`src/hdl/aes_defines.svh`:
```
// constants for the eight channel converter scanner
`ifndef AES_DEFINES_SVH
`define AES_DEFINES_SVH
`define AES_RS_DATA_A       2'h0
`define AES_RS_CTRL_A       2'h1
`define AES_RS_DATA_B       2'h2
`define AES_RS_CTRL_B       2'h3
`define AES_CTRL_SEL_BIT    2
`define AES_CTRL_RST        8'h00
`define AES_DDR_RST         8'h00
`define AES_DIR_ALL_OUT     8'hFF
`define AES_DIR_ALL_IN      8'h00
`define AES_PTR_START       4'h1
`define AES_RES_BASE        8'h10
`define AES_OVR_CODE        8'hF1
`define AES_OVR_MASK        4'hB
`define AES_OVR_MATCH       4'h3
`define AES_FIRST_WAITS     2'h3
`define AES_LATER_WAITS     2'h2
`define AES_NUM_CH          8
`define AES_SCAN_MS         320
`define AES_CONV_KHZ        400
`define AES_CLK_MHZ         25
`endif

```
`src/hdl/aes_pkg.sv`:
```
// types for the eight channel converter scanner
package aes_pkg;
	typedef enum logic [5:0] {
		AES_IDLE  = 6'h01,
		AES_ARM   = 6'h02,
		AES_WAIT  = 6'h04,
		AES_DIGIT = 6'h08,
		AES_FIX   = 6'h10,
		AES_NEXT  = 6'h20
	} aes_state_e;
	typedef logic [7:0] aes_byte_t;
endpackage

```
`src/hdl/aes_res_if.sv`:
```
// result write channel between scanner and result store
`timescale 1ns/100ps
interface aes_res_if;
	logic       wr;
	logic [7:0] addr;
	logic [7:0] data;
	modport src (output wr, output addr, output data);
	modport dst (input  wr, input  addr, input  data);
endinterface

```
`src/hdl/aes_sync3.sv`:
```
// three flop input synchroniser with agreement filter
`timescale 1ns/100ps
module aes_sync3 #(
	parameter int W = 8
) (
	input  wire logic         i_core_clk,
	input  wire logic         i_rst_b,
	input  wire logic [W-1:0] i_async,
	output logic      [W-1:0] o_sync
);
	logic [W-1:0] s1;
	logic [W-1:0] s2;
	logic [W-1:0] s3;
	always_ff @(posedge i_core_clk or negedge i_rst_b) begin
		if (!i_rst_b) begin
			s1     <= '0;
			s2     <= '0;
			s3     <= '0;
			o_sync <= '0;
		end else begin
			s1 <= i_async;
			s2 <= s1;
			s3 <= s2;
			// change counts once stages two and three agree
			for (int i = 0; i < W; i++) begin
				if (s2[i] == s3[i]) begin
					o_sync[i] <= s2[i];
				end
			end
		end
	end
endmodule

```
`src/hdl/aes_store.sv`:
```
// result word store written by the scanner, read by address
`timescale 1ns/100ps
`include "aes_defines.svh"
module aes_store #(
	parameter int DEPTH = 4 * `AES_NUM_CH
) (
	input  wire logic         i_core_clk,
	input  wire logic         i_rst_b,
	aes_res_if.dst            res,
	input  wire logic [7:0]   i_rd_addr,
	output logic      [7:0]   o_rd_data
);
	logic [7:0] mem [DEPTH];
	logic [7:0] wr_idx;
	logic [7:0] rd_idx;
	assign wr_idx = res.addr - `AES_RES_BASE;
	assign rd_idx = i_rd_addr - `AES_RES_BASE;
	always_ff @(posedge i_core_clk) begin
		if (res.wr && wr_idx < 8'(DEPTH)) begin
			mem[wr_idx[$clog2(DEPTH)-1:0]] <= res.data;
		end
	end
	always_ff @(posedge i_core_clk or negedge i_rst_b) begin
		if (!i_rst_b) begin
			o_rd_data <= 8'h00;
		end else if (rd_idx < 8'(DEPTH)) begin
			o_rd_data <= mem[rd_idx[$clog2(DEPTH)-1:0]];
		end else begin
			o_rd_data <= 8'h00;
		end
	end
endmodule

```
`src/hdl/aes_scanner.sv`:
```
// eight channel multiplexed digit converter scanner, top level
`timescale 1ns/100ps
`include "aes_defines.svh"
module aes_scanner #(
	parameter int NUM_CH = `AES_NUM_CH
) (
	input  wire logic            i_core_clk,
	input  wire logic            i_rst_b,
	input  wire logic            i_cs,
	input  wire logic [1:0]      i_rs,
	input  wire logic            i_wr,
	input  wire logic            i_rd,
	input  wire aes_pkg::aes_byte_t i_wdata,
	output aes_pkg::aes_byte_t   o_rdata,
	input  wire logic            i_scan_start,
	output logic                 o_scan_busy,
	output logic                 o_scan_done,
	output logic                 o_eoc_irq,
	output aes_pkg::aes_byte_t   o_channel_port_data,
	output aes_pkg::aes_byte_t   o_channel_port_oe,
	input  wire aes_pkg::aes_byte_t i_input_port_data,
	input  wire logic            i_port_b_ctrl_line_one,
	output logic                 o_port_b_ctrl_line_two,
	input  wire logic [7:0]      i_res_addr,
	output aes_pkg::aes_byte_t   o_res_data
);
	import aes_pkg::*;

	// ***********************************************
	// pin synchronisers
	// ***********************************************
	aes_byte_t  in_sync;
	logic       eoc_sync;
	aes_sync3 #(.W(8)) u_sync_in (
		.i_core_clk (i_core_clk),
		.i_rst_b    (i_rst_b),
		.i_async    (i_input_port_data),
		.o_sync     (in_sync)
	);
	aes_sync3 #(.W(1)) u_sync_eoc (
		.i_core_clk (i_core_clk),
		.i_rst_b    (i_rst_b),
		.i_async    (i_port_b_ctrl_line_one),
		.o_sync     (eoc_sync)
	);

	// ***********************************************
	// port registers
	// ***********************************************
	aes_byte_t  dir_a;
	aes_byte_t  dir_b;
	aes_byte_t  ctl_a;
	aes_byte_t  ctl_b;
	aes_byte_t  out_a;
	aes_byte_t  out_b;
	logic       sel_data_a;
	logic       sel_data_b;
	logic       wr_da;
	logic       wr_ca;
	logic       wr_db;
	logic       wr_cb;
	logic       rd_db;

	// arguments passed in so continuous assigns see every change
	function automatic logic acc_hit(input logic       cs,
	                                 input logic       en,
	                                 input logic [1:0] rs,
	                                 input logic [1:0] want);
		acc_hit = cs && en && (rs == want);
	endfunction

	// four locations from chip and register select
	assign wr_da = acc_hit(i_cs, i_wr, i_rs, `AES_RS_DATA_A);
	assign wr_ca = acc_hit(i_cs, i_wr, i_rs, `AES_RS_CTRL_A);
	assign wr_db = acc_hit(i_cs, i_wr, i_rs, `AES_RS_DATA_B);
	assign wr_cb = acc_hit(i_cs, i_wr, i_rs, `AES_RS_CTRL_B);
	assign rd_db = acc_hit(i_cs, i_rd, i_rs, `AES_RS_DATA_B);
	// control bit two steers shared address
	assign sel_data_a = ctl_a[`AES_CTRL_SEL_BIT];
	assign sel_data_b = ctl_b[`AES_CTRL_SEL_BIT];

	always_ff @(posedge i_core_clk or negedge i_rst_b) begin
		if (!i_rst_b) begin
			dir_a <= `AES_DDR_RST;
			dir_b <= `AES_DDR_RST;
			ctl_a <= `AES_CTRL_RST;
			ctl_b <= `AES_CTRL_RST;
			out_a <= 8'h00;
			out_b <= 8'h00;
		end else begin
			if (wr_ca) begin
				ctl_a <= i_wdata;
			end
			if (wr_cb) begin
				ctl_b <= i_wdata;
			end
			if (wr_da && !sel_data_a) begin
				dir_a <= i_wdata;
			end
			if (wr_da && sel_data_a) begin
				out_a <= i_wdata;
			end
			if (wr_db && !sel_data_b) begin
				dir_b <= i_wdata;
			end
			if (wr_db && sel_data_b) begin
				out_b <= i_wdata;
			end
		end
	end

	// ***********************************************
	// read path and pins
	// ***********************************************
	aes_byte_t  chan_code;
	aes_byte_t  pin_a;
	aes_byte_t  pin_b;
	aes_byte_t  next_rdata;
	logic       irq_flag;
	// per-line direction; a side out, b side in
	assign pin_a = (dir_a & chan_code) | (~dir_a & 8'h00);
	assign pin_b = (dir_b & out_b) | (~dir_b & in_sync);
	always_comb begin
		next_rdata = 8'h00;
		case (i_rs)
			`AES_RS_DATA_A: next_rdata = sel_data_a ? pin_a : dir_a;
			`AES_RS_CTRL_A: next_rdata = ctl_a;
			`AES_RS_DATA_B: next_rdata = sel_data_b ? pin_b : dir_b;
			`AES_RS_CTRL_B: next_rdata = {irq_flag, ctl_b[6:0]};
			default:        next_rdata = 8'h00;
		endcase
	end
	always_ff @(posedge i_core_clk or negedge i_rst_b) begin
		if (!i_rst_b) begin
			o_rdata <= 8'h00;
		end else if (i_cs && i_rd) begin
			o_rdata <= next_rdata;
		end
	end
	// 3-bit code on low lines; held per measurement
	// data and enable registered together so they never disagree
	always_ff @(posedge i_core_clk or negedge i_rst_b) begin
		if (!i_rst_b) begin
			o_channel_port_data <= 8'h00;
			o_channel_port_oe   <= 8'h00;
		end else begin
			o_channel_port_data <= pin_a;
			o_channel_port_oe   <= dir_a;
		end
	end

	// ***********************************************
	// end of conversion event
	// ***********************************************
	logic eoc_prev;
	logic eoc_rise;
	assign eoc_rise = eoc_sync && !eoc_prev;
	always_ff @(posedge i_core_clk or negedge i_rst_b) begin
		if (!i_rst_b) begin
			eoc_prev <= 1'b0;
			irq_flag <= 1'b0;
		end else begin
			eoc_prev <= eoc_sync;
			// event sets flag, set beats data read clear
			if (eoc_rise) begin
				irq_flag <= 1'b1;
			end else if (rd_db) begin
				irq_flag <= 1'b0;
			end
		end
	end
	assign o_eoc_irq = irq_flag;

	// ***********************************************
	// scan sequencer
	// ***********************************************
	aes_state_e state;
	aes_state_e next_state;
	logic [1:0] waits;
	logic [2:0] chan;
	logic [3:0] ptr;
	logic [1:0] dig;
	logic [3:0] msd;
	logic       strobe;
	logic       first;
	logic [3:0] sel_lines;
	logic [3:0] bcd;
	logic       hit;
	logic       ovr;
	aes_res_if  res ();

	// upper nibble selects, lower nibble bcd masked
	assign sel_lines = in_sync[7:4];
	assign bcd       = in_sync[3:0];
	// poll until pointer matches active select
	assign hit       = |(sel_lines & ptr);
	// over-range test on stored msd; coding
	assign ovr       = (msd & `AES_OVR_MASK) == `AES_OVR_MATCH;

	function automatic aes_byte_t fix_msd(input logic [3:0] m);
		// half digit to lsb, negative flag to msb
		fix_msd = {~m[2], 6'h00, ~m[3]};
	endfunction

	function automatic logic [7:0] word_addr(input logic [2:0] c,
	                                         input logic [1:0] d);
		// base 0010; four words, msd first
		word_addr = `AES_RES_BASE + {3'h0, c, d};
	endfunction

	always_comb begin
		next_state = state;
		case (state)
			AES_IDLE:  if (i_scan_start) next_state = AES_ARM;
			AES_ARM:   next_state = AES_WAIT;
			AES_WAIT:  if (eoc_rise && waits == 2'h1) begin
					next_state = AES_DIGIT;
				end
			AES_DIGIT: if (hit && dig == 2'h3) next_state = AES_FIX;
			AES_FIX:   next_state = AES_NEXT;
			AES_NEXT:  next_state = (chan == 3'(NUM_CH - 1)) ?
				AES_IDLE : AES_ARM;
			default:   next_state = AES_IDLE;
		endcase
	end

	always_ff @(posedge i_core_clk or negedge i_rst_b) begin
		if (!i_rst_b) begin
			state <= AES_IDLE;
		end else begin
			state <= next_state;
		end
	end

	always_ff @(posedge i_core_clk or negedge i_rst_b) begin
		if (!i_rst_b) begin
			waits  <= 2'h0;
			chan   <= 3'h0;
			ptr    <= `AES_PTR_START;
			dig    <= 2'h0;
			msd    <= 4'h0;
			strobe <= 1'b0;
			first  <= 1'b1;
		end else begin
			case (state)
				AES_IDLE: begin
					chan  <= 3'h0;
					first <= 1'b1;
				end
				AES_ARM: begin
					// three waits first channel, two after
					waits  <= first ? `AES_FIRST_WAITS
					                : `AES_LATER_WAITS;
					ptr    <= `AES_PTR_START;
					dig    <= 2'h0;
					strobe <= 1'b0;
				end
				AES_WAIT: begin
					if (eoc_rise) begin
						waits <= waits - 2'h1;
					end
					if (eoc_rise && waits == 2'h2) begin
						strobe <= 1'b1;
					end
				end
				AES_DIGIT: begin
					// lower strobe after end of conversion
					strobe <= 1'b0;
					if (hit) begin
						ptr <= {ptr[2:0], 1'b0};
						dig <= dig + 2'h1;
						if (dig == 2'h0) begin
							msd <= bcd;
						end
					end
				end
				AES_NEXT: begin
					first <= 1'b0;
					if (chan != 3'(NUM_CH - 1)) begin
						chan <= chan + 3'h1;
					end
				end
				default: begin
				end
			endcase
		end
	end

	assign o_port_b_ctrl_line_two = strobe;
	assign chan_code = {5'h00, chan};
	assign o_scan_busy = (state != AES_IDLE);
	// scan length follows converter rate, not timed here
	always_ff @(posedge i_core_clk or negedge i_rst_b) begin
		if (!i_rst_b) begin
			o_scan_done <= 1'b0;
		end else begin
			o_scan_done <= (state == AES_NEXT) &&
			               (chan == 3'(NUM_CH - 1));
		end
	end

	// ***********************************************
	// result writes
	// ***********************************************
	assign res.wr   = (state == AES_DIGIT && hit) || (state == AES_FIX);
	assign res.addr = (state == AES_FIX) ? word_addr(chan, 2'h0)
	                                     : word_addr(chan, dig);
	assign res.data = (state == AES_FIX) ?
		(ovr ? `AES_OVR_CODE : fix_msd(msd)) : {4'h0, bcd};

	aes_store #(.DEPTH(4 * NUM_CH)) u_store (
		.i_core_clk (i_core_clk),
		.i_rst_b    (i_rst_b),
		.res        (res),
		.i_rd_addr  (i_res_addr),
		.o_rd_data  (o_res_data)
	);
endmodule

```
`config.mk`:
```
export PLATFORM = sky130hd
export DESIGN_NAME = aes_scanner
export DESIGN_NICKNAME = d
export VERILOG_FILES = /design/src/hdl/aes_pkg.sv /design/src/hdl/aes_res_if.sv /design/src/hdl/aes_sync3.sv /design/src/hdl/aes_store.sv /design/src/hdl/aes_scanner.sv
export VERILOG_INCLUDE_DIRS = /design/src /design/src/hdl
export SDC_FILE = /design/constraint.sdc
export NUM_CORES = 1
export LEC_CHECK = 0
export BUFFER_PORTS_ARGS = -buffer_cell sky130_fd_sc_hd__buf_4
export CELL_PAD_IN_SITES_DETAIL_PLACEMENT = 0
export CELL_PAD_IN_SITES_GLOBAL_PLACEMENT = 2
export CORE_MARGIN = 4
export CORE_UTILIZATION = 25
export CTS_BUF_LIST = sky130_fd_sc_hd__clkbuf_2 sky130_fd_sc_hd__clkbuf_4 sky130_fd_sc_hd__clkbuf_8
export CTS_CLUSTER_SIZE = 12
export DETAILED_ROUTE_END_ITERATION = 7
export PLACE_DENSITY = 0.54
export SETUP_SLACK_MARGIN = 0.1
export SYNTH_ARGS = -nofsm -noshare
export SYNTH_HDL_FRONTEND = slang
export SYNTH_SLANG_ARGS = --single-unit
```
`constraint.sdc`:
```
create_clock -name i_core_clk -period 3.9 [get_ports i_core_clk]
set_clock_uncertainty 0.05 [all_clocks]
set_input_delay 0 -clock i_core_clk [delete_from_list [all_inputs] [get_ports i_core_clk]]
set_output_delay 0 -clock i_core_clk [all_outputs]
set_load 0.02 [all_outputs]
```
# [Word-level counts from Yosys, hierarchy flattened]
# Memory sizes are Yosys's and may differ from the RTL's.
# Index checks and enable logic that the tools add are counted.
[totals] regBits=133 latch_bits=0 mem_bits_rw=256 mem_bits_ro=0 inputBits=33 output_inout_bits=36 elab_cells=149 memories=1
[mem_list] memory="u_store.mem" words=32 word_bits=8 read_ports=1 rd_clocked_by_memory_dff=0 write_ports=1 line_no="aes_store.sv:13" source="logic [7:0] mem [DEPTH];"
[classes] n_addsub=7 multipliers=0 n_div=0 n_lt_le_gt_ge=2 eq_ne=32 shift=0 mux=28 bitwise_logic=8 n_reduce_logical=36
[op_table] cell="$mux W8" count=5
[op_table] cell="$pmux W6 S6" count=1
[op_table] cell="$pmux W8 S4" count=1
[op_table] cell="$mux W6" count=4
[op_table] cell="$logic_and A1 B1 Y1" count=17
[op_table] cell="$and A8 B8 Y8" count=2
[op_table] cell="$lt A8 B6 Y1 const B" count=2
[op_table] cell="$ne A2 B2 Y1 const B" count=7
[op_table] cell="$add A5 B5 Y6 const A" count=2
[op_table] cell="$reduce_bool A2 Y1" count=5
[op_table] cell="$eq A1 B1 Y1" count=9
[op_table] cell="$and A8 B3 Y8" count=1
[op_table] cell="$eq A2 B2 Y1 const B" count=4
[op_table] cell="$not A8 Y8" count=1
[op_table] cell="$or A8 B8 Y8" count=1
[op_table] cell="$pmux W2 S2" count=2
[op_table] cell="$pmux W4 S2" count=1
[op_table] cell="$reduce_and A2 Y1" count=4
[op_table] cell="$sub A8 B5 Y8 const B" count=1
[op_table] cell="$sub A6 B5 Y7 const B" count=1
[op_table] cell="$eq A6 B1 Y1 const B" count=1
[op_table] cell="$eq A6 B2 Y1 const B" count=1
[op_table] cell="$eq A6 B3 Y1 const B" count=1
[op_table] cell="$eq A6 B4 Y1 const B" count=1
[op_table] cell="other kinds (24)" count=38

# [Longest topological paths before layout]
# Gate-level depths: netlist (run 1).
[depth] ltp_word=7 ltp_mapped=8 ltp_nobuf=6

# [Modules after synthesis]
# Synthesis (run 1) repeated with hierarchy kept, for this count alone.
[unflattened] hier_cells=957 area_unflattened_um2=15328.5
[modules_own_cells] mod="aes_store" n_inst=1 cells_each=587 area_per_inst_um2=10531.4 seq_area_each_um2=7887.6
[modules_own_cells] mod="aes_scanner" n_inst=1 cells_each=325 area_per_inst_um2=3794.9 seq_area_each_um2=2105.8
[modules_own_cells] mod="aes_sync3 (u_sync_in)" n_inst=1 cells_each=40 area_per_inst_um2=890.9 seq_area_each_um2=800.8
[modules_own_cells] mod="aes_sync3 (u_sync_eoc)" n_inst=1 cells_each=5 area_per_inst_um2=111.4 seq_area_each_um2=100.1

# [Worst setup path after synthesis (run 1)]
# No wires, ideal clock.
[synth_timing] kind="flip-flop to flip-flop" startpoint="register state[3]" endpoint="memory u_store.mem[0][7] (data pin)" setup_ns=0.368 arrival_time_ns=2.843 required_time_ns=3.482 setup_slack_ns=0.639 stages_incl_launch_ff=6 path_buffers=1 period_less_slack_ns=3.261 cell_sequence="dfrtp_1 or4_4 or3b_1 buf_2 nor3_2 o21bai_1"
[synth_via] elab_chain_len=2
[synth_rtl] item="start: declaration" line_no="aes_scanner.sv:177" source="aes_state_e state;"
[synth_rtl] item="start signal: assignment" line_no="aes_scanner.sv:231" source="state <= next_state;"
[synth_rtl] item="$eq A6 B5 Y1" line_no="aes_scanner.sv:308" source="assign res.data = (state == AES_FIX) ?"
[synth_rtl] item="$mux W8" line_no="aes_scanner.sv:308"
[synth_rtl] item="via res.data[7]" line_no="aes_res_if.sv:6" source="logic [7:0] data;"
[synth_rtl] item="end: declaration" line_no="aes_store.sv:13"
# The timed path passes the listed nets, and every way through them passes these cells.

# [Worst setup path in the final report (run 1)]
[layout_timing] startpoint="input i_cs" endpoint="register dir_b[2]"
[layout_via] elab_chain_len=3
[layout_rtl] item="start: declaration" line_no="aes_scanner.sv:9" source="input wire logic i_cs,"
[layout_rtl] item="$logic_and A1 B1 Y1 (2 in series)" line_no="aes_scanner.sv:69" source="acc_hit = cs && en && (rs == want);"
[layout_rtl] item="$logic_and A1 B1 Y1" line_no="aes_scanner.sv:103" source="if (wr_db && !sel_data_b) begin"
[layout_rtl] item="end signal: assignment" line_no="aes_scanner.sv:85" source="dir_b <= `AES_DDR_RST;"
[layout_rtl] item="end signal: assignment" line_no="aes_scanner.sv:104" source="dir_b <= i_wdata;"
[layout_rtl] item="end: declaration" line_no="aes_scanner.sv:51" source="aes_byte_t dir_b;"
# Every way passes these cells.
# A chain may end at the register's enable or synchronous reset.

==> summary.txt, run 1 <==
Drt
  – First drt pass iteration count: 5
  – DRC violations left: 0
  – WL per Instance: 19.8 um
  – Via-to-Cell Ratio: 4.35
  – WL final: 32800 um
  – Post-route ant nets: 0
  – DRT iter0 DRCs: 359
  – Vias: 7215

Placement
  – Placed cell areas: 13900 um2
  – Gpl congestion: 0.725
  – Final HPWL DP: 20300 um
  – Post-placement cell count: 1509
  – Setup WS pre-CTS: 1.10 ns
  – I/O Buffers: 63

Synth
  – #FFs+latches synth: 318
  – Mapped Area: 12600 um2
  – Top FF cell, synth: edfxtp_1
  – Most common cell in the synthesized netlist: edfxtp_1
  – Synth area leader: edfxtp_1
  – Post-Syn Instances: 800
  – Synth area leaders: edfxtp_1 46%, dfrtp_1 24%, mux2i_1 4.8%
  – Cell variety after synth: 63
  – Sequential cell area fraction in the yosys report: 0.706
  – Most frequent cells after synthesis: 192 x edfxtp_1, 123 x dfrtp_1, 61 x mux2i_1
  – Ys async rst share: 0.396
  – Syn Area/Cell: 15.8 um2
  – Number of enable flip-flop cells after synthesis: 192
  – Synth top area share: 0.456
  – Yosys warning total: 0

Timing
  – Final min period: 2.84 ns
  – Fin Setup TNS: 0 ns
  – Final Hold Fails: 0
  – Hold Slack: 0.126 ns
  – RSZ-0062 raised after global routing: false
  – Final count of pins violating max slew: 0
  – Slew margin rel.: 0.384
  – Fmax: 352 MHz
  – Worst slew pin tran: 0.924 ns
  – Final setup fails: 0
  – Setup WS post-layout: 1.06 ns
  – Tcrit/Tclk final: 0.727

Floorplanning
  – Die area: 54200 um2
  – Die H: 233 um
  – Num rows: 82
  – Die Wd: 233 um
  – Ports: 69
  – Core Region: 50100 um2
  – Initial Utilization: 0.253

Layout
  – Fill cell total of the finished layout: 5056
  – Area growth syn-to-layout: 22.5%
  – Finished Cell Area: 15500 um2
  – N_diodes: 0
  – Post-route insts no fill: 1660
  – Share of cells above drive strength 1: 0.256
  – Final Util: 0.309
  – Fin nets: 982

Setup path
  – R2R Path Start: state[3]$_DFFE_PN0P_
  – Worst setup SP type: primary input
  – Critical Path Fanout Max: 9
  – Flop2flop setup slack: 1.08 ns
  – WP data arrival: 3.36 ns
  – WP data required: 4.43 ns
  – R2R depth: 6
  – WS Path Type: in2reg
  – Worst reg2reg endpoint: u_store.mem[4][3]$_DFFE_PP_
  – Worst setup EP type: register

GRT
  – Pin count of the biggest net entering global routing: 67
  – Initial antenna violation count: 0
  – Gr ovfl total: 0
  – Global-route wire length before repair: 49800 um
  – Vias in the first global route: 7609
  – Total track usage: 0.122

CTS
  – Post-CTS Setup Inserts: 0
  – Number of buffers created by CTS: 57
  – TritonCTS clock tree: yes
  – Worst-path clk slew: 0.06 ns
  – Hold_buf cts: 46
  – Resized Gates After CTS: 0
  – H-tree levels: 2
  – CTS Sinks: 318
  – Clk_lat worst skew: 0.64 ns
  – CTS root buf: clkbuf_8
  – CTS max path bufs: 3

Hold path
  – Hold EP: out_b[1]$_DFFE_PN0P_
  – Hold crit path type: in2reg
  – Min-delay src: i_wdata[1]
  – Hold path depth: 3

Power and ir drop
  – Peak supply drop: 0.000254 V
  – P_leak: 5.81 nW
  – Pwr Density: 517 nW/um2
  – Total power: 8.01 mW

Flow run
  – # Max-Cap Violations: 0

Outcome
  – Status: finished clean
## cell families (layout without fill, tap and decap cells)
family,after synthesis,in the layout,share of synthesized area
simple gates,172,172,0.0756
xor+xnor,3,3,0.00208
other cells,1,5,0.000297
flops,318,318,0.706
buf+inv,56,240,0.0204
fa+ha+maj,16,16,0.0141
mux,127,127,0.124
compound gates,107,107,0.0579
## cells in the final DEF (no fill, tap or decap), types with 4 or more instances in the layout
master,synthesis,routed
conb_1,1,5
nand3_1,17,17
nand4b_1,5,5
clkbuf_4,0,13
clkinv_1,0,15
o31ai_1,5,5
mux2_2,47,47
ha_1,7,7
o31a_1,5,5
a22o_1,6,6
edfxtp_1,192,192
a21oi_1,16,16
mux2i_1,61,61
dfrtp_1,123,123
nor2_1,47,47
nor4_1,8,8
o22ai_1,16,16
clkbuf_8,0,62
a22oi_1,16,16
o211ai_1,7,7
nor3b_1,6,6
nand2_1,28,28
nand3b_1,10,10
nand2b_1,9,9
mux4_2,19,19
or3_1,5,5
nor2b_1,5,5
dlygate4sd3_1,0,45
buf_4,9,72
inv_1,15,15
o21ai_0,19,18
and2_1,7,4
or3b_2,5,5
maj3_1,9,9
nor3_1,4,4
clkinv_2,0,10
## cell type report
type                       instances  area, um2  share of cell area
sequential                       318       8920               0.576
multi-input combinational        430       3510               0.227
timing repair buffer             119       1030              0.0665
clock buffer                      75        951              0.0614
tap                              672        841              0.0543
clock inverter                    30        175              0.0113
inverter                          16       60.1             0.00388
## where the power goes
part	switching [mW]	total, mW	leakage, nW	internal [mW]
registers	0.173	4.00	3.34	3.83
logic	0.502	0.921	1.87	0.418
clock network	1.42	3.08	0.599	1.66
## state kept, by name, summed over array words and instances, names as in the netlist, 6 cells and up
signal / flops
u_sync_in.s3: 8
dir_b: 8
state: 6
u_sync_in.o_sync: 8
dir_a: 8
u_sync_in.s2: 8
ctl_a: 8
o_channel_port_oe: 8
u_store.o_rd_data: 6
u_store.mem: 192
o_rdata: 8
out_b: 8
u_sync_in.s1: 8
ctl_b: 7
## critical path: stages
cell and delay (ns):
dlygate4sd3_1 0.53, buf_4 0.12, nand2_1 0.13, dlygate4sd3_1 0.62, nor3_2 0.63, nand2_1 0.12, dlygate4sd3_1 0.59, o21ai_0 0.06
dlygate4sd3_1 0.56
## routing by layer
layer,GRT usage,up-vias,wire (um)
met1,0.170,3660,15500
met4,0.0342,0,734
met5,0,-,0
met2,0.192,147,15200
met3,0.0286,60,1360
li1,-,3348,-
## how the worst max path moves through the flow
stage / startpoint / to / depth (start not counted)
2_1_floorplan: state[3]$_DFFE_PN0P_ / u_store.mem[0][7]$_DFFE_PP_ / 5
3_3_place_gp: state[3]$_DFFE_PN0P_ / u_store.mem[27][7]$_DFFE_PP_ / 3
3_5_place_dp: state[3]$_DFFE_PN0P_ / u_store.mem[4][1]$_DFFE_PP_ / 6
4_1_cts: state[3]$_DFFE_PN0P_ / u_store.mem[4][0]$_DFFE_PP_ / 6
5_1_grt: state[3]$_DFFE_PN0P_ / u_store.mem[4][3]$_DFFE_PP_ / 6
6_report: i_cs / dir_b[2]$_DFFE_PN0P_ / 9
(Power assumes the default switching activity.)
==> run 2, diff against run 1 <==
--- a/config.mk
+++ b/config.mk
@@ -14,7 +14,7 @@
 export CTS_BUF_LIST = sky130_fd_sc_hd__clkbuf_2 sky130_fd_sc_hd__clkbuf_4 sky130_fd_sc_hd__clkbuf_8
 export CTS_CLUSTER_SIZE = 12
 export DETAILED_ROUTE_END_ITERATION = 7
-export PLACE_DENSITY = 0.54
+export PLACE_DENSITY = 0.56
 export SETUP_SLACK_MARGIN = 0.1
 export SYNTH_ARGS = -nofsm -noshare
 export SYNTH_HDL_FRONTEND = slang
==> constraint.sdc (replaced) <==
create_clock -name i_core_clk -period 2.6 [get_ports i_core_clk]
set_clock_uncertainty 0.05 [all_clocks]
set_input_delay 0 -clock i_core_clk [delete_from_list [all_inputs] [get_ports i_core_clk]]
set_output_delay 0 -clock i_core_clk [all_outputs]
set_load 0.02 [all_outputs]
==> summary.txt, run 2 (synthesis gave the netlist of run 1 again) <==
Placement
  – I/O Buffers: 63
  – Setup WS pre-CTS: 0.133 ns
  – Placed cell areas: 14300 um2
  – Gpl congestion: 0.739
  – Final HPWL DP: 20100 um
  – Post-placement cell count: 1565

Outcome
  – Status: finished clean

Timing
  – Fin Setup TNS: 0 ns
  – Final count of pins violating max slew: 0
  – Hold Slack: 0.0953 ns
  – Final min period: 2.33 ns
  – Tcrit/Tclk final: 0.896
  – RSZ-0062 raised after global routing: false
  – Final Hold Fails: 0
  – Worst slew pin tran: 0.767 ns
  – Setup WS post-layout: 0.272 ns
  – Fmax: 429 MHz
  – Slew margin rel.: 0.487
  – Final setup fails: 0

Floorplanning
  – Core Region: 50100 um2
  – Die Wd: 233 um
  – Die H: 233 um
  – Ports: 69
  – Die area: 54200 um2
  – Num rows: 82
  – Initial Utilization: 0.253

Setup path
  – Crit path buf inv count: 2
  – WP data arrival: 2.73 ns
  – WP data required: 3.00 ns
  – R2R Path Start: state[3]$_DFFE_PN0P_
  – Critical Path Fanout Max: 32
  – Cell family with most CP delay: simple AND/OR/NAND/NOR gates
  – Worst setup EP type: register
  – Crit path max-delay cell type: or4_4
  – Worst path max stage delay: 0.55 ns
  – Worst-path cell chain: or4_4 > or3b_1 > buf_4 > nor3_4 > o21bai_4 > buf_12
  – Worst setup SP type: register
  – WS Path Type: reg2reg
  – Critical Path Source: state[3]$_DFFE_PN0P_

Drt
  – DRC violations left: 0
  – Vias: 7446
  – Via-to-Cell Ratio: 4.36
  – First drt pass iteration count: 5
  – DRT iter0 DRCs: 365
  – WL per Instance: 18.5 um
  – Post-route ant nets: 0
  – WL final: 31600 um

Hold path
  – Hold crit path type: in2reg
  – Min-delay src: i_res_addr[6]

CTS
  – Worst-path clk slew: 0.06 ns
  – Clk_lat worst skew: 0.62 ns
  – Post-CTS Setup Inserts: 0
  – Number of buffers created by CTS: 54
  – CTS root buf: clkbuf_8
  – TritonCTS clock tree: yes
  – CTS max path bufs: 3
  – H-tree levels: 2
  – CTS Sinks: 318

Layout
  – Most frequent cells in the layout: 192 x edfxtp_1, 124 x buf_4, 123 x dfrtp_1
  – Share of cells above drive strength 1: 0.291
  – Final Util: 0.316
  – Max reg flops: 192
  – Post-route insts no fill: 1706
  – N_diodes: 0
  – Finished Cell Area: 15800 um2
  – Fin nets: 1030
  – Most common cell after layout, fill and taps aside: edfxtp_1
  – Area growth syn-to-layout: 25.1%

Power and ir drop
  – Pwr Density: 743 nW/um2
  – Total power: 11.8 mW
  – P_leak: 6.06 nW
  – Peak supply drop: 0.000361 V

GRT
  – Vias in the first global route: 7910
  – Initial antenna violation count: 0
  – Total track usage: 0.118
  – Pin count of the biggest net entering global routing: 61
  – Global-route wire length before repair: 48700 um
  – Gr ovfl total: 0

Flow run
  – # Max-Cap Violations: 0
-- run 2: cell type report --
cell class	instances	area, um2
multi-input combinational	430	3510
tap	672	841
sequential	318	8920
inverter	16	60.1
timing repair buffer	170	1450
fill	5050	34300
clock inverter	24	114
clock buffer	76	921
-- run 2: path summary, 6_finish.rpt --
check                                                 end  slack [ns]  cells past startpoint
setup reg to reg              u_store.mem[2][7]$_DFFE_PP_        0.27                      6
hold reg to reg                 u_sync_in.s2[4]$_DFF_PN0_        0.30                      0
min in group asynchronous              msd[0]$_DFFE_PN0P_        0.46                      4
max in group asynchronous            state[0]$_DFFE_PN1P_        1.68                      4
setup / recovery              u_store.mem[2][7]$_DFFE_PP_        0.27                      6
hold / removal             u_store.o_rd_data[0]$_DFF_PN0_         0.1                      4
-- run 2: report_power, final --
part           switching (mW)  internal, mW  leakage, nW
combinational           0.778         0.680         2.16
clock                    2.01          2.28        0.550
sequential              0.251          5.75         3.35
total                    3.04          8.71         6.06
-- run 2: per-layer routing --
layer / vias to the layer above / global-route usage / wire, um
li1: 3449 / - / -
met1: 3775 / 0.160 / 14600
met2: 160 / 0.189 / 14700
met3: 62 / 0.0250 / 1360
met4: 0 / 0.0400 / 899
met5: - / 0 / 0
-- run 2: what timing repair did --
action / 4_1_cts / 5_1_grt
setup endpoints to repair: 0 / 48
gates resized for setup: 0 / 1
endpoints found under the hold margin: 188 / 0
hold buffers: 41 / 0
-- run 2: tightest hold or removal path: cells and delay by family --
family	cells	cell delay [ns]
xor+xnor	1	0.07
simple gates	1	0.30
buf+inv	1	0.09
compound gates	1	0.21
